===== src/include/rtc_defines.svh =====
/*
  Constants of the real-time clock block: register offsets, field positions,
  reset values and counts.
  Assumes inclusion by bare name from the package and the testbench.
*/
`ifndef RTC_DEFINES_SVH
`define RTC_DEFINES_SVH

// Byte offsets
`define RTC_OFF_CTRL    8'h00
`define RTC_OFF_RELOAD  8'h04
`define RTC_OFF_TIME    8'h08
`define RTC_OFF_ALARM   8'h0C
`define RTC_OFF_CYCLE   8'h10
`define RTC_OFF_STATUS  8'h14
`define RTC_OFF_MASK    8'h18
`define RTC_OFF_DIVVAL  8'h1C
`define RTC_OFF_WAKE    8'h20

// Control bits
`define RTC_CTL_EN      0
`define RTC_CTL_OSCOFF  1
`define RTC_CTL_WAKECFG 2
`define RTC_CTL_TICKSEL 3
`define RTC_CTL_ALMSEL  4
`define RTC_CTL_SRC     5

// Status bits
`define RTC_ST_TICK     0
`define RTC_ST_CYCLE    1
`define RTC_ST_ALARM    2
`define RTC_ST_WAKE     3
`define RTC_NSTAT       4

`define RTC_PRE_DIV     6'h3F
`define RTC_RELOAD_RST  20'h00001
`define RTC_DETECT_EDGES 8'h08
`define RTC_DETECT_WIN  16'hFFFF

`endif


===== src/include/rtc_pkg.sv =====
/*
  Types of the real-time clock block.
  Assumes rtc_defines.svh is on the include path.
*/
package rtc_pkg;
  `include "rtc_defines.svh"

  typedef enum logic [1:0] {RTC_DETECT, RTC_RUN, RTC_PWD} rtc_mode_e;

  typedef struct packed {
    logic       mainOscOn;
    logic       lowPowerOscOn;
    logic       wakeReq;
  } rtc_osc_s;

  typedef struct packed {
    rtc_mode_e  mode;
    logic [5:0] pre;
    logic [19:0] div;
    logic [19:0] reload;
    logic [31:0] timeCnt;
    logic [31:0] alarm;
    logic [15:0] cycleN;
    logic [15:0] cycleCnt;
    logic [15:0] wakeDelay;
    logic [15:0] wakeCnt;
    logic [5:0] ctrl;
    logic [`RTC_NSTAT-1:0] status;
    logic [`RTC_NSTAT-1:0] mask;
    logic       irq;
    logic       tickIrq;
    logic       alarmIrq;
    rtc_osc_s   osc;
    logic [2:0] lpSync;
    logic [15:0] detWin;
    logic [7:0] detEdges;
    logic       awready;
    logic       wready;
    logic       bvalid;
    logic       arready;
    logic       rvalid;
    logic [31:0] rdata;
    logic [1:0] rresp;
    logic [1:0] bresp;
    logic       awHave;
    logic       wHave;
    logic [7:0] awAddr;
    logic [31:0] wData;
  } rtc_state_s;
endpackage


===== src/design/rtc_prescaler_alarm_timer.sv =====
/*
  Real-time clock: divide-by-64 prescale, 20-bit reload divider, 32-bit time
  counter with alarm, cyclic tick count, sticky interrupt status, wake and
  oscillator control for power-down, AXI4-Lite register slave.
  Assumes the oscillator inputs arrive as sampled levels from outside the
  clock domain and that powerDownReq comes from the system on this clock.
*/
`timescale 1ns/10ps
module rtc_prescaler_alarm_timer import rtc_pkg::*; (
  input  wire logic        clock,
  input  wire logic        rst,
  input  wire logic        oscTick,
  input  wire logic        low_power_osc_in,
  input  wire logic        powerDownReq,
  input  wire logic        s_axi_awvalid,
  output logic             s_axi_awready,
  input  wire logic [7:0]  s_axi_awaddr,
  input  wire logic        s_axi_wvalid,
  output logic             s_axi_wready,
  input  wire logic [31:0] s_axi_wdata,
  input  wire logic [3:0]  s_axi_wstrb,
  output logic             s_axi_bvalid,
  input  wire logic        s_axi_bready,
  output logic [1:0]       s_axi_bresp,
  input  wire logic        s_axi_arvalid,
  output logic             s_axi_arready,
  input  wire logic [7:0]  s_axi_araddr,
  output logic             s_axi_rvalid,
  input  wire logic        s_axi_rready,
  output logic [31:0]      s_axi_rdata,
  output logic [1:0]       s_axi_rresp,
  output logic             tick_irq,
  output logic             alarm_irq,
  output logic             irq,
  output logic             mainOscOn,
  output logic             lowPowerOscOn,
  output logic             wakeReq,
  output logic             lowPowerSelected
);

  rtc_state_s st;
  rtc_state_s next_st;

  // Byte-lane merge, called with all four lanes enabled (4'hF) on the control and reload registers
  function automatic logic [31:0] merge(input logic [31:0] old, input logic [31:0] nw,
                                        input logic [3:0] be);
    logic [31:0] r;
    r = old;
    for (int i = 0; i < 4; i++) begin
      if (be[i]) begin
        r[8*i +: 8] = nw[8*i +: 8];
      end
    end
    return r;
  endfunction

  // Readback mux
  function automatic logic [31:0] readReg(input rtc_state_s s, input logic [7:0] a,
                                          output logic ok);
    logic [31:0] d;
    d = 32'h00000000;
    ok = 1'b1;
    unique case (a)
      `RTC_OFF_CTRL:   d = {26'h0000000, s.ctrl};
      `RTC_OFF_RELOAD: d = {12'h000, s.reload};
      `RTC_OFF_TIME:   d = s.timeCnt;
      `RTC_OFF_ALARM:  d = s.alarm;
      `RTC_OFF_CYCLE:  d = {s.cycleCnt, s.cycleN};
      `RTC_OFF_STATUS: d = {28'h0000000, s.status};
      `RTC_OFF_MASK:   d = {28'h0000000, s.mask};
      `RTC_OFF_DIVVAL: d = {6'h00, s.div, s.pre};
      `RTC_OFF_WAKE:   d = {s.wakeCnt, s.wakeDelay};
      default:         ok = 1'b0;
    endcase
    return d;
  endfunction

  always_comb begin
    logic        okRd;
    logic        preWrap;
    logic        tick;
    logic        doWrite;
    logic [31:0] rd;
    logic [31:0] wv;
    logic [`RTC_NSTAT-1:0] ev;
    logic        lpEdge;
    okRd = 1'b0;
    rd = 32'h00000000;
    wv = 32'h00000000;
    ev = '0;
    preWrap = 1'b0;
    tick = 1'b0;
    doWrite = 1'b0;
    lpEdge = 1'b0;
    next_st = st;

    // Low-power pin through three flops; a change counts when stages two and three differ
    next_st.lpSync = {st.lpSync[1:0], low_power_osc_in};
    lpEdge = (st.lpSync[2] != st.lpSync[1]);

    // Source detection after reset; counters idle meanwhile
    if (st.mode == RTC_DETECT) begin
      next_st.detWin = st.detWin + 16'h0001;
      if (lpEdge && st.detEdges != `RTC_DETECT_EDGES) begin
        next_st.detEdges = st.detEdges + 8'h01;
      end
      if (st.detEdges == `RTC_DETECT_EDGES) begin
        next_st.ctrl[`RTC_CTL_SRC] = 1'b1;
        next_st.mode = RTC_RUN;
      end else if (st.detWin == `RTC_DETECT_WIN) begin
        next_st.ctrl[`RTC_CTL_SRC] = 1'b0;
        next_st.mode = RTC_RUN;
      end
    end

    // Prescale and divider on the oscillator enable
    preWrap = 1'b0;
    tick = 1'b0;
    if (st.mode != RTC_DETECT && st.ctrl[`RTC_CTL_EN] && oscTick) begin
      next_st.pre = st.pre + 6'h01;
      if (st.pre == `RTC_PRE_DIV) begin
        preWrap = 1'b1;
      end
    end
    if (preWrap) begin
      if (st.div == 20'h00000) begin
        tick = 1'b1;
        next_st.div = st.reload - 20'h00001;
      end else begin
        next_st.div = st.div - 20'h00001;
      end
    end
    // 6 + 20 + 32 = 58-bit chain
    if (tick) begin
      next_st.timeCnt = st.timeCnt + 32'h00000001;
      ev[`RTC_ST_TICK] = 1'b1;
      if (st.cycleN != 16'h0000) begin
        if (st.cycleCnt + 16'h0001 >= st.cycleN) begin
          next_st.cycleCnt = 16'h0000;
          ev[`RTC_ST_CYCLE] = 1'b1;
        end else begin
          next_st.cycleCnt = st.cycleCnt + 16'h0001;
        end
      end
    end
    if (st.mode != RTC_DETECT && st.timeCnt == st.alarm) begin
      ev[`RTC_ST_ALARM] = 1'b1;
    end

    // Power-down entry and programmed wake delay
    if (st.mode == RTC_RUN && powerDownReq) begin
      next_st.mode = RTC_PWD;
      next_st.wakeCnt = st.wakeDelay;
    end else if (st.mode == RTC_PWD) begin
      if (!powerDownReq) begin
        next_st.mode = RTC_RUN;
      end else if (st.ctrl[`RTC_CTL_WAKECFG] && tick) begin
        if (st.wakeCnt == 16'h0000) begin
          ev[`RTC_ST_WAKE] = 1'b1;
          next_st.mode = RTC_RUN;
        end else begin
          next_st.wakeCnt = st.wakeCnt - 16'h0001;
        end
      end
    end

    // Oscillator enables; in power-down main stays on only for an enabled main-sourced block with OSCOFF clear
    next_st.osc.lowPowerOscOn = 1'b1;
    next_st.osc.mainOscOn = 1'b1;
    if (next_st.mode == RTC_PWD) begin
      if (!st.ctrl[`RTC_CTL_EN]) begin
        next_st.osc.mainOscOn = 1'b0;
        next_st.osc.lowPowerOscOn = 1'b0;
      end else if (st.ctrl[`RTC_CTL_SRC]) begin
        next_st.osc.mainOscOn = 1'b0;
        next_st.osc.lowPowerOscOn = !st.ctrl[`RTC_CTL_OSCOFF];
      end else begin
        next_st.osc.mainOscOn = !st.ctrl[`RTC_CTL_OSCOFF];
      end
    end
    next_st.osc.wakeReq = next_st.status[`RTC_ST_WAKE];

    // AXI4-Lite write: address and data in either order
    if (s_axi_awvalid && st.awready) begin
      next_st.awHave = 1'b1;
      next_st.awAddr = s_axi_awaddr;
      next_st.awready = 1'b0;
    end
    if (s_axi_wvalid && st.wready) begin
      next_st.wHave = 1'b1;
      next_st.wData = s_axi_wdata;
      next_st.wready = 1'b0;
    end
    doWrite = st.awHave && st.wHave && !st.bvalid;
    if (doWrite) begin
      next_st.bvalid = 1'b1;
      next_st.bresp = 2'h0;
      unique case (st.awAddr)
        `RTC_OFF_CTRL: begin
          wv = merge({26'h0000000, st.ctrl}, st.wData, 4'hF);
          next_st.ctrl[4:0] = wv[4:0];
        end
        `RTC_OFF_RELOAD: begin
          wv = merge({12'h000, st.reload}, st.wData, 4'hF);
          next_st.reload = wv[19:0];
        end
        `RTC_OFF_TIME:  next_st.timeCnt = st.wData;
        `RTC_OFF_ALARM: next_st.alarm = st.wData;
        `RTC_OFF_CYCLE: next_st.cycleN = st.wData[15:0];
        `RTC_OFF_MASK:  next_st.mask = st.wData[`RTC_NSTAT-1:0];
        `RTC_OFF_WAKE:  next_st.wakeDelay = st.wData[15:0];
        `RTC_OFF_STATUS: ;
        `RTC_OFF_DIVVAL: ;
        default:        next_st.bresp = 2'h2;
      endcase
    end
    if (st.bvalid && s_axi_bready) begin
      next_st.bvalid = 1'b0;
      next_st.awHave = 1'b0;
      next_st.wHave = 1'b0;
      next_st.awready = 1'b1;
      next_st.wready = 1'b1;
    end

    // Sticky status; a new event wins over a write-one clear
    if (doWrite && st.awAddr == `RTC_OFF_STATUS) begin
      next_st.status = st.status & ~st.wData[`RTC_NSTAT-1:0];
    end
    next_st.status = next_st.status | ev;

    // AXI4-Lite read, one cycle after address
    if (s_axi_arvalid && st.arready) begin
      rd = readReg(st, s_axi_araddr, okRd);
      next_st.rdata = rd;
      next_st.rresp = okRd ? 2'h0 : 2'h2;
      next_st.rvalid = 1'b1;
      next_st.arready = 1'b0;
    end
    if (st.rvalid && s_axi_rready) begin
      next_st.rvalid = 1'b0;
      next_st.arready = 1'b1;
    end

    // Routed request lines to the external interrupt selector
    next_st.tickIrq = next_st.status[`RTC_ST_TICK] & st.ctrl[`RTC_CTL_TICKSEL];
    next_st.alarmIrq = next_st.status[`RTC_ST_ALARM] & st.ctrl[`RTC_CTL_ALMSEL];
    next_st.irq = |(next_st.status & next_st.mask);
  end

  // Single state register
  always_ff @(posedge clock) begin
    if (rst) begin
      st <= '0;
      st.mode <= RTC_DETECT;
      st.reload <= `RTC_RELOAD_RST;
      st.awready <= 1'b1;
      st.wready <= 1'b1;
      st.arready <= 1'b1;
      st.osc <= '{mainOscOn: 1'b1, lowPowerOscOn: 1'b1, wakeReq: 1'b0};
    end else begin
      st <= next_st;
    end
  end

  assign s_axi_awready = st.awready;
  assign s_axi_wready = st.wready;
  assign s_axi_bvalid = st.bvalid;
  assign s_axi_bresp = st.bresp;
  assign s_axi_arready = st.arready;
  assign s_axi_rvalid = st.rvalid;
  assign s_axi_rdata = st.rdata;
  assign s_axi_rresp = st.rresp;
  assign tick_irq = st.tickIrq;
  assign alarm_irq = st.alarmIrq;
  assign irq = st.irq;
  assign mainOscOn = st.osc.mainOscOn;
  assign lowPowerOscOn = st.osc.lowPowerOscOn;
  assign wakeReq = st.osc.wakeReq;
  assign lowPowerSelected = st.ctrl[`RTC_CTL_SRC];

endmodule


===== config.mk =====
export PLATFORM = sky130hd
export DESIGN_NAME = rtc_prescaler_alarm_timer
export DESIGN_NICKNAME = d
export VERILOG_FILES = /design/src/include/rtc_pkg.sv /design/src/design/rtc_prescaler_alarm_timer.sv
export VERILOG_INCLUDE_DIRS = /design/src /design/src/include
export SDC_FILE = /design/constraint.sdc
export NUM_CORES = 1
export LEC_CHECK = 0
export ABC_AREA = 1
export BUFFER_PORTS_ARGS = -buffer_cell sky130_fd_sc_hd__buf_2
export CORE_MARGIN = 5
export CORE_UTILIZATION = 61
export DETAILED_ROUTE_END_ITERATION = 10
export GPL_ROUTABILITY_DRIVEN = 0
export PLACE_DENSITY = 0.78
export SYNTH_ARGS = -nofsm -noshare
export SYNTH_HDL_FRONTEND = slang
export SYNTH_SLANG_ARGS = --single-unit

===== constraint.sdc =====
create_clock -name clock -period 4.2 [get_ports clock]
set_clock_uncertainty 0.15 [all_clocks]
set_input_delay 1.05 -clock clock [delete_from_list [all_inputs] [get_ports clock]]
set_output_delay 1.05 -clock clock [all_outputs]
set_load 0.03 [all_outputs]

Word level (Yosys, flattened, before mapping)

Cells that the tools add are included.

Output and inout bits: 48
Register bits after elaboration: 306
Input port bits: 62
Logic and storage cells: 165

Muxes and demuxes: 46
Order comparisons: 1
Equal/unequal tests: 26
$add $sub $neg: 8
Reductions and logical operators: 42
Bitwise logic cells: 7

Operators by type and width:

| kind                                                                  | count |
|---|---|
| 32-bit one-hot mux with 9 select lines                                | 1 |
| 16-bit two-way mux                                                    | 7 |
| 32-bit two-way mux                                                    | 3 |
| 80-bit two-way mux                                                    | 1 |
| 8-bit by 5-bit equality test with 1-bit output, second input constant | 8 |
| 8-bit by 4-bit equality test with 1-bit output, second input constant | 5 |
| 20-bit by 1-bit subtractor with 20-bit output, second input constant  | 2 |
| 16-bit by 1-bit adder with 16-bit output, second input constant       | 2 |
| 32-bit by 1-bit adder with 32-bit output, second input constant       | 1 |
| 32-bit equality test                                                  | 1 |
| 2-bit two-way mux                                                     | 12 |
| 20-bit zero test                                                      | 1 |
| 20-bit two-way mux                                                    | 1 |
| 1-bit two-way mux                                                     | 18 |
| 9-bit OR reduction                                                    | 2 |
| 16-bit equality test, second input constant                           | 1 |
| 8-bit by 3-bit equality test with 1-bit output, second input constant | 2 |
| 8-bit by 6-bit equality test with 1-bit output, second input constant | 2 |
| 16-bit >= comparator                                                  | 1 |
| 16-bit zero test                                                      | 1 |
| 8-bit zero test                                                       | 2 |
| 2-bit AND reduction                                                   | 8 |
| 16-bit nonzero test                                                   | 1 |
| 16-bit by 1-bit subtractor with 16-bit output, second input constant  | 1 |
| other kinds (21)                                                      | 46 |

Depth between registers and ports, before layout

Gate-level depths: netlist of run 1.

Word-level depth: 13
Gate-level depth with buffers: 20
Depth with buffers taken out: 20

Worst setup path before layout of run 1

Ideal clock, no wire load.

Path kind: reg-to-reg
From: register st[162] (netlist name)
To: register st[174] (netlist name)
Library setup time: 64 ps
Path buffers: 1
Period minus slack after synthesis: 2,953 ps
Data arrival time: 2,739 ps
Stages on the path, launching flop included: 21
Path slack: 1,247 ps
Path through: dfxtp_1 -> ha_1 -> nand2_1 -> nor2_1 -> nand4_1 -> or2_2 -> nor2_1 -> nand2_1 -> o21ai_0 -> nand2_1 -> inv_1 -> ha_1 -> nand3_1 -> inv_1 -> nand2_1 -> o211a_1 -> nand3_1 -> nand2_1 -> nand2_1 -> buf_2 -> nor2_1

Cells in the longest elaborated chain, start to end: 3

Ends and longest elaborated chain:

| item                                       | RTL line                                                           | source |
|---|---|---|
| start, declared                            | rtc_prescaler_alarm_timer.sv:41                                    | `rtc_state_s st;` |
| start signal, assigned                     | rtc_prescaler_alarm_timer.sv:261                                   | `st <= next_st;` |
| 16-bit by 1-bit adder with 16-bit output * | rtc_prescaler_alarm_timer.sv:138, rtc_prescaler_alarm_timer.sv:142 |  |
| 16-bit >= comparator                       | rtc_prescaler_alarm_timer.sv:138                                   | `if (st.cycleCnt + 16'h0001 >= st.cycleN) begin` |
| 16-bit two-way mux *                       | rtc_prescaler_alarm_timer.sv:138                                   |  |

Mark *: on every way between the ends. The rest lies on a longest branch, timed or not.
A chain may end at the register's enable or synchronous reset.

Worst setup path in the final report of run 1

From: register st[168] (netlist name)
To: register st[173] (netlist name)

The elaborated chain is that of the path after synthesis.

==> results.txt, run 1 <==
Comb pwr share: 5.0%
post-layout net count: 2,447
CP Data Required Time: 4420 ps
Die W: 173 um
critical path startpoint: st[168]
Power Density: 365 nW/um2
pins over their slew limit: 0
CP most frequent cell: nand2_1
FF+latch area: 6090 um2
most frequent cells in the layout: nand2_1, inv_1, dfxtp_1, nor2_1, a21oi_1
Data arrival, critical path: 4000 ps
sw frac: 22.6%
CTS H-tree lvls: 2
Port Buffers: 103
Post-Synthesis Cell Area: 16,100 um2
Setup CP Type: reg -> reg
critical-path cell list: inv_1 > nor4_1 > nand3_1 > nor2_1 > nand2_1 > xor2_1 > ha_1 > nand2_1 > inv_1 > nand3_1 > nor3_1 > nand2_1 > nand3_1 > nand2_1 > nand2_1 > nor2_1
Design Power: 6.49 mW
drt drc: 0
post-route cell area: 17,800 um2
initial drt markers: 1,921
grt total ovfl: 0
Final HPWL DP: 36,100 um
NetSw: 1.46 mW
routed vias/inst: 5.94
Tmin final: 3780 ps
DR WL/cell: 18.3 um
Hold/Removal Path Class: reg -> reg
Tot GR Track Use: 31.8%
initial antenna violation count: 0
CTS buffer count: 34
worst path buffer plus inverter count: 2
fmax: 264 MHz
post_cts resized: 0
register bit count reported by yosys: 304
DRT Pass-1 Iters: 9
CP max stage delay: 520 ps
Area contributors post-synth: dfxtp_1, nand2_1, inv_1
Die Footprint: 29,800 um2
endpoints failing setup: 0
worst hold start: next_st[108]
fill count: 2,342
maximum vdd ir drop: 559 uV
die height: 173 um
std cell rows: 59
worst slew pin tran: 969 ps
routed wire length: 49,700 um
first-pass GRT wire length: 79,400 um
Cell Area, Placed: 16,600 um2
Largest register FFs: 255
CTS tree: built
Bufs on Longest Clock Path: 3
status: completed
largest net degree at the start of global routing: 148
Post-CTS Setup Bufs: 0
Syn Inst Count: 2,336
core area: 26,100 um2
RSZ-0062 raised after global routing: false
Tcrit/Tclk final: 90.1%
Max Cap Viol: 0
Setup crit end kind: flip-flop
ratio of cells with drive above 1 in the final layout: 9.15%
Clock Pin Slew Worst Setup and Hold Paths: 60 ps
Vias: 16,100
Post-CTS Hold Buffers: 0
Initial Utilization: 62.0%
register area share after synthesis: 37.7%
IO Count: 110
antenna-violating nets left: 0
area delta synth->final: 10.2%
worst-path maximum fanout: 15
setup TNS: 0 ps
area of the multi-input gates: 8120 um2
ys flop type: dfxtp_1
final hold violations: 0
most common cell after layout, fill and taps aside: nand2_1
clk sinks: 304
number of distinct library cells after synthesis: 53
Pint: 5.03 mW
worst skew pair latency: 520 ps
slew margin rel.: 35.3%
Largest delay share family, worst path: simple AND/OR/NAND/NOR gates
Yosys top cell area share: 37.7%
Sequential Power Share: 45.8%
ant diodes: 0
Pleak: 7.41 nW
clock root buffer: clkbuf_16
Worst setup SP type: flip-flop
vias in the first global route: 15,200
CP max-delay cell: nor4_1
Fin Hold WS: 252 ps
clock power share: 49.1%
Post-synth EDFFs: 0
leading area contributor after synthesis: dfxtp_1
register with the most flip-flops: st
worst flop-to-flop path startpoint: st[168]
Syn. warnings: 0
Async SR Flop Fraction: 0%
syn_area_per_cell: 6.91 um2
metrics by stage:
step	utilization [%]	std cells	setup WS, ps
2_1_floorplan	-	2337	1250
3_3_place_gp	63.7	2660	690
3_5_place_dp	63.7	2660	597
4_1_cts	68.3	2718	532
5_1_grt	68.3	2718	114
6_report	68.3	2718	417
path summary, 6_finish.rpt:
path	to	slack (ps)	cells after the start
max reg2reg	st[173]	420	16
max	st[173]	420	16
min reg2reg	next_st[109]	250	2
min	next_st[109]	250	2
worst min-delay path, stage by stage (launching register included):
cell and delay [ps]:
dfxtp_1 290, inv_1 40, nor2_1 30
cell type report:
| type | instances | share of cell area [%] |
|---|---|---|
| Clock buffer | 47 | 5.51 |
| Clock inverter | 11 | 1.20 |
| Inverter | 332 | 7.01 |
| Multi-Input combinational cell | 1559 | 45.6 |
| Sequential cell | 304 | 34.2 |
| Tap cell | 335 | 2.36 |
| Timing Repair Buffer | 130 | 4.12 |
power groups by stage:
stage	Clock, mW	Sequential (mW)	Combinational [mW]
floorplan	0	3.03	0.206
global placement	0	3.04	0.312
detailed placement	0	3.04	0.320
CTS	3.20	2.98	0.322
global route	3.32	2.98	0.361
finish	3.19	2.98	0.327
synth_stat cells (4+ instances only):
cell / instances
xnor2_1: 7
o21ai_0: 173
a21oi_1: 177
clkbuf_1: 82
a31oi_1: 14
inv_2: 5
o21a_1: 4
dfxtp_1: 304
o221ai_1: 7
nor3_1: 50
o31ai_1: 15
ha_1: 24
inv_1: 325
nand3_1: 85
nor4_1: 14
nor2_1: 253
buf_4: 42
o21bai_1: 4
o211ai_1: 41
nor2_4: 6
xor2_1: 53
o22ai_1: 50
a211oi_1: 67
buf_2: 12
nand4_1: 48
nand2_1: 425
layer usage:
layer / up-vias / GRT usage, % / wire length (um)
met4: 0 / 12.8 / 2190
met5: - / 0 / 0
met1: 7337 / 42.4 / 20000
li1: 7779 / - / -
met3: 161 / 7.03 / 5320
met2: 870 / 50.5 / 22100
kinds of logic after synthesis:
| kind of cell | after synthesis | share of synthesized area (%) |
|---|---|---|
| AO/OA/AOI/OAI | 565 | 20.6 |
| AND/OR/NAND/NOR | 908 | 24.4 |
| flip-flops | 304 | 37.7 |
| adder cells (fa/ha/maj) | 24 | 1.86 |
| other | 1 | 0.0232 |
| XOR/XNOR | 60 | 3.25 |
| buffers and inverters | 474 | 12.2 |
(Power assumes the default switching activity.)
==> run 2, diff against run 1 <==
- CORE_UTILIZATION: 61 -> 63
- CTS_BUF_LIST: unset -> sky130_fd_sc_hd__clkbuf_8
- PLACE_DENSITY: 0.78 -> 0.81
==> results.txt, run 2 (synthesized netlist as in run 1, its figures left out) <==
std cell rows: 58 (-1.7%)
Largest register FFs: 255 (unchanged)
pins over their slew limit: 0 (unchanged)
antenna-violating nets left: 0 (unchanged)
Clock Pin Slew Worst Setup and Hold Paths: 70 ps (about the same)
drt drc: 0 (unchanged)
Die Footprint: 28,900 um2 (-3.0%)
met3 Track Usage GR: 6.92% (-0.11 points)
area delta synth->final: 9.02%
worst flop-to-flop path startpoint: st[162]
CP most frequent cell: nand2_1
Bufs on Longest Clock Path: 3 (unchanged)
first-pass GRT wire length: 77,600 um (-2.3%)
vias in the first global route: 15,100 (-0.57%)
placed cells: 2,654 (-0.23%)
Vias: 16,300 (+1.2%)
Tot GR Track Use: 33.1% (+1.2 points)
Port Buffers: 103 (unchanged)
register with the most flip-flops: st
Power Density: 337 nW/um2 (-7.7%)
Setup CP Type: reg -> reg
post-layout net count: 2,462 (+0.61%)
final hold violations: 0 (unchanged)
worst skew pair latency: 600 ps (+80 ps)
initial antenna violation count: 2 (+2)
CTS tree: built
r2r worst-path depth: 19 (+3)
clk sinks: 304 (unchanged)
clock root buffer: clkbuf_8
CP Data Required Time: 4560 ps (+140 ps)
CP endpoint: st[162]
endpoints failing setup: 0 (unchanged)
gr busiest metal: met2
ant diodes: 0 (unchanged)
Initial Utilization: 64.1% (+2.2 points)
Data arrival, critical path: 4110 ps (+110 ps)
RSZ-0062 raised after global routing: false
worst-path maximum fanout: 15 (unchanged)
most common cell after layout, fill and taps aside: nand2_1
worst path buffer plus inverter count: 2 (unchanged)
capturing point of the worst reg2reg path: st[162]
Final HPWL DP: 35,700 um (-1.1%)
Largest delay share family, worst path: simple AND/OR/NAND/NOR gates
CP max stage delay: 430 ps (-90 ps)
Post-CTS Hold Buffers: 0 (unchanged)
largest net degree at the start of global routing: 148 (unchanged)
Tmin final: 3750 ps (-34.0 ps)
critical-path cell list: ha_1 > nand2_1 > nor2_1 > nand4_1 > or2_2 > nor2_1 > nand2_1 > o21ai_0 > nand2_1 > inv_1 > ha_1 > nand3_1 > inv_1 > nand2_1 > o211a_1 > nand3_1 > nand2_1 > nand2_1 > a21oi_1
CTS H-tree lvls: 2 (unchanged)
setup TNS: 0 ps (unchanged)
Pleak: 7.40 nW (-0.15%)
fill count: 2,142 (-8.5%)
maximum vdd ir drop: 285 uV (-49%)
Max Cap Viol: 0 (unchanged)
most frequent cells in the layout: nand2_1, inv_1, dfxtp_1, nor2_1, a21oi_1
Setup crit end kind: flip-flop
post_cts resized: 0 (unchanged)
die height: 170 um (-1.5%)
DR WL/cell: 17.8 um (-2.5%)
routed wire length: 48,900 um (-1.6%)
met1 Usage GRT: 44.6% (+2.2 points)
grt total ovfl: 0 (unchanged)
worst slew pin tran: 899 ps (-70.4 ps)
fmax: 267 MHz (+0.91%)
Hold/Removal Path Class: reg -> reg
ratio of cells with drive above 1 in the final layout: 9.71% (+0.56 points)
DRT Pass-1 Iters: 6 (-3)
Die W: 170 um (-1.5%)
status: completed
CP max-delay cell: dfxtp_1
core area: 25,200 um2 (-3.4%)
stages on the worst setup path: 19 (+3)
CTS buffer count: 50 (+47%)
critical path startpoint: st[162]
Finished Layout Cells: 2,741 (+0.85%)
routed vias/inst: 5.96 (+0.38%)
Worst setup SP type: flip-flop
IO Count: 110 (unchanged)
slew margin rel.: 39.9% (+4.6 points)
FF-to-FF setup slack: 450 ps (+30 ps)
initial drt markers: 2,029 (+5.6%)
Tcrit/Tclk final: 89.3% (-0.81 points)
met2 Use GR: 50.5% (about the same)
Post-CTS Setup Bufs: 0 (unchanged)
## run 2: changes by cell type in the layout (fill, tap and decap cells not counted), sizes merged
cell / change
inv: +17
clkbuf: +15
clkinvlp: +2
buf: -1
bufinv: -4
clkinv: -1
## run 2: report_power, final
part | total, mW | switching (mW) | leakage (nW) | internal [mW]
Combinational | 0.324 | 0.235 | 4.35 | 0.0888
Clock | 2.63 | 1.18 | 0.583 | 1.45
Sequential | 2.98 | 0.0406 | 2.46 | 2.94
Total | 5.93 | 1.45 | 7.40 | 4.47
## run 2: metrics by stage
stage / power, mW / worst slack [ps] / hold WS, ps / cell area (um2) / utilization [%]
finish: 5.93 / 451 / 254 / 17600 / 69.9
global route: 6.14 / 110 / 276 / 17600 / 69.9
CTS: 5.95 / 488 / 255 / 17600 / 69.9
detailed placement: 3.36 / 505 / 252 / 16600 / 65.9
global placement: 3.35 / 713 / 254 / 16600 / 65.9
floorplan: 3.24 / 1250 / 238 / 16100 / -
## run 2: area by class of cell
| cell class | count | area [um2] | share of cell area (%) |
|---|---|---|---|
| tap | 330 | 413 | 2.35 |
| timing repair buffer | 129 | 726 | 4.12 |
| clock buffer | 62 | 853 | 4.85 |
| sequential | 304 | 6090 | 34.6 |
| clock inverter | 25 | 161 | 0.917 |
| inverter | 332 | 1250 | 7.09 |
| multi-input combinational | 1559 | 8120 | 46.1 |
## run 2: layer usage
metal  up-vias  wire length [um]  share of wire, %
met5         -                 9             0.018
met4         2              2650               5.4
met3       207              5480                11
met2       936             21200                43
met1      7384             19500                40
li1       7817                 -                 -
## run 2: worst min-delay path by stage
stage                     cells after the start      endpoint         start  slack (ps)
after global routing                          2  next_st[109]  next_st[108]         280
after CTS                                     2  next_st[109]  next_st[108]         260
after floorplan                               2  next_st[109]  next_st[108]         240
after detailed placement                      2  next_st[109]  next_st[108]         250
after global placement                        2  next_st[109]  next_st[108]         250
final                                         2  next_st[109]  next_st[108]         250
## run 2: worst register-to-register path: stages, from the launching register on
cell	delay (ps)
dfxtp_1	430
ha_1	220
nand2_1	70
nor2_1	220
nand4_1	140
or2_2	320
nor2_1	230
nand2_1	130
o21ai_0	180
nand2_1	90
inv_1	60
ha_1	210
nand3_1	100
inv_1	40
nand2_1	60
o211a_1	150
nand3_1	90
nand2_1	170
nand2_1	370
a21oi_1	240
==> run 3, diff against run 2 <==
- MAX_ROUTING_LAYER: unset -> met4
==> results.txt, run 3 (synthesized netlist as in run 1, its figures left out) <==
CP max-delay cell: dfxtp_1
CP most frequent cell: nand2_1
worst-path maximum fanout: 15 (unchanged)
Hold/Removal Path Class: reg -> reg
Fin Hold WS: 253 ps (-0.503 ps)
pins over their slew limit: 0 (unchanged)
setup TNS: 0 ps (unchanged)
Data arrival, critical path: 4160 ps (+50 ps)
CTS buffer count: 50 (unchanged)
FF+latch area: 6090 um2 (unchanged)
area of the multi-input gates: 8120 um2 (unchanged)
Sequential Power Share: 50.2% (about the same)
initial drt markers: 2,109 (+3.9%)
gr busiest metal: met2
area delta synth->final: 9.02% (unchanged)
core area: 25,200 um2 (unchanged)
met1 Usage GRT: 44.6% (about the same)
register with the most flip-flops: st
Largest delay share family, worst path: simple AND/OR/NAND/NOR gates
most frequent cells in the layout: nand2_1, inv_1, dfxtp_1, nor2_1, a21oi_1
slew margin rel.: 38.6% (-1.3 points)
std cell rows: 58 (unchanged)
Vias: 16,300 (-0.080%)
sw frac: 24.6% (+0.045 points)
largest net degree at the start of global routing: 148 (unchanged)
Worst setup SP type: flip-flop
DRT Pass-1 Iters: 6 (unchanged)
Tcrit/Tclk final: 90.8% (+1.6 points)
Setup crit end kind: flip-flop
IO Count: 110 (unchanged)
Tmin final: 3810 ps (+65.2 ps)
Post-CTS Setup Bufs: 0 (unchanged)
routed wire length: 48,900 um (about the same)
clock root buffer: clkbuf_8
Design Power: 5.93 mW (about the same)
drt drc: 0 (unchanged)
status: completed
Clock Pin Slew Worst Setup and Hold Paths: 70 ps (about the same)
ratio of cells with drive above 1 in the final layout: 9.71% (unchanged)
ant diodes: 0 (unchanged)
RSZ-0062 raised after global routing: false
Max Cap Viol: 0 (unchanged)
antenna-violating nets left: 0 (unchanged)
clk sinks: 304 (unchanged)
Tot GR Track Use: 34.1% (+1.0 points)
fmax: 262 MHz (-1.7%)
Initial Utilization: 64.1% (unchanged)
clock power share: 44.3% (about the same)
FF-to-FF setup slack: 390 ps (-70 ps)
first-pass GRT wire length: 77,600 um (about the same)
DR WL/cell: 17.8 um (about the same)
Die Footprint: 28,900 um2 (unchanged)
fill count: 2,142 (unchanged)
grt total ovfl: 0 (unchanged)
met3 Track Usage GR: 6.99% (+0.070 points)
post_cts resized: 0 (unchanged)
worst slew pin tran: 918 ps (+19.1 ps)
endpoints failing setup: 0 (unchanged)
initial antenna violation count: 1 (-1)
most common cell after layout, fill and taps aside: nand2_1
CP max stage delay: 430 ps (about the same)
Pint: 4.47 mW (about the same)
NetSw: 1.46 mW (+0.24%)
Comb pwr share: 5.5% (about the same)
routed vias/inst: 5.96 (about the same)
CTS tree: built
worst skew pair latency: 600 ps (about the same)
post-layout net count: 2,462 (unchanged)
worst path buffer plus inverter count: 2 (unchanged)
Die W: 170 um (unchanged)
final hold violations: 0 (unchanged)
Power Density: 337 nW/um2 (about the same)
Pleak: 7.40 nW (unchanged)
die height: 170 um (unchanged)
Port Buffers: 103 (unchanged)
CP Data Required Time: 4550 ps (about the same)
critical-path cell list: ha_1 > nand2_1 > nor2_1 > nand4_1 > or2_2 > nor2_1 > nand2_1 > o21ai_0 > nand2_1 > inv_1 > ha_1 > nand3_1 > inv_1 > nand2_1 > o211a_1 > nand3_1 > nand2_1 > nand2_1 > nor2_1
Setup CP Type: reg -> reg
met2 Use GR: 50.5% (-0.052 points)
maximum vdd ir drop: 285 uV (about the same)
Final HPWL DP: 35,700 um (unchanged)
Post-CTS Hold Buffers: 0 (unchanged)
Bufs on Longest Clock Path: 3 (unchanged)
vias in the first global route: 15,000 (-0.19%)
CTS H-tree lvls: 2 (unchanged)
Largest register FFs: 255 (unchanged)
==> run 3: cell counts in the layout (fill, tap and decap cells not counted) <==
No cell type changed its count.
==> run 3: through the flow <==
stage | setup WS [ps] | instances | util, % | cell area [um2]
after global placement | 713 | 2654 | 65.9 | 16600
after CTS | 488 | 2741 | 69.9 | 17600
after floorplan | 1250 | 2337 | - | 16100
after detailed placement | 505 | 2654 | 65.9 | 16600
after global routing | 110 | 2741 | 69.9 | 17600
final | 386 | 2741 | 69.9 | 17600
==> run 3: final timing paths <==
check	startpoint	to	cells past startpoint
max	st[162]	st[176]	19
min	next_st[108]	next_st[109]	2
max reg2reg	st[162]	st[176]	19
min reg2reg	next_st[108]	next_st[109]	2
==> run 3: power groups by stage <==
stage	sequential [mW]	combinational (mW)	clock [mW]
after floorplan	3.03	0.206	0
after global placement	3.04	0.309	0
after detailed placement	3.04	0.317	0
after CTS	2.98	0.319	2.65
after global routing	2.98	0.359	2.80
final	2.98	0.324	2.63
==> run 3: area by class of cell <==
| class | instances | share of cell area (%) |
|---|---|---|
| sequential | 304 | 34.6 |
| inverter | 332 | 7.09 |
| multi-input combinational | 1559 | 46.1 |
| clock inverter | 25 | 0.917 |
| tap | 330 | 2.35 |
| timing repair buffer | 129 | 4.12 |
| clock buffer | 62 | 4.85 |
==> run 3: tightest hold or removal path: stages, from the launching register on <==
cell     delay, ps
dfxtp_1        290
inv_1           40
nor2_1          30
==> run 3: metal layers <==
metal	up-vias	routed length, um
met2	965	21200
met1	7352	19500
met5	-	0
met4	0	2610
li1	7815	-
met3	201	5640
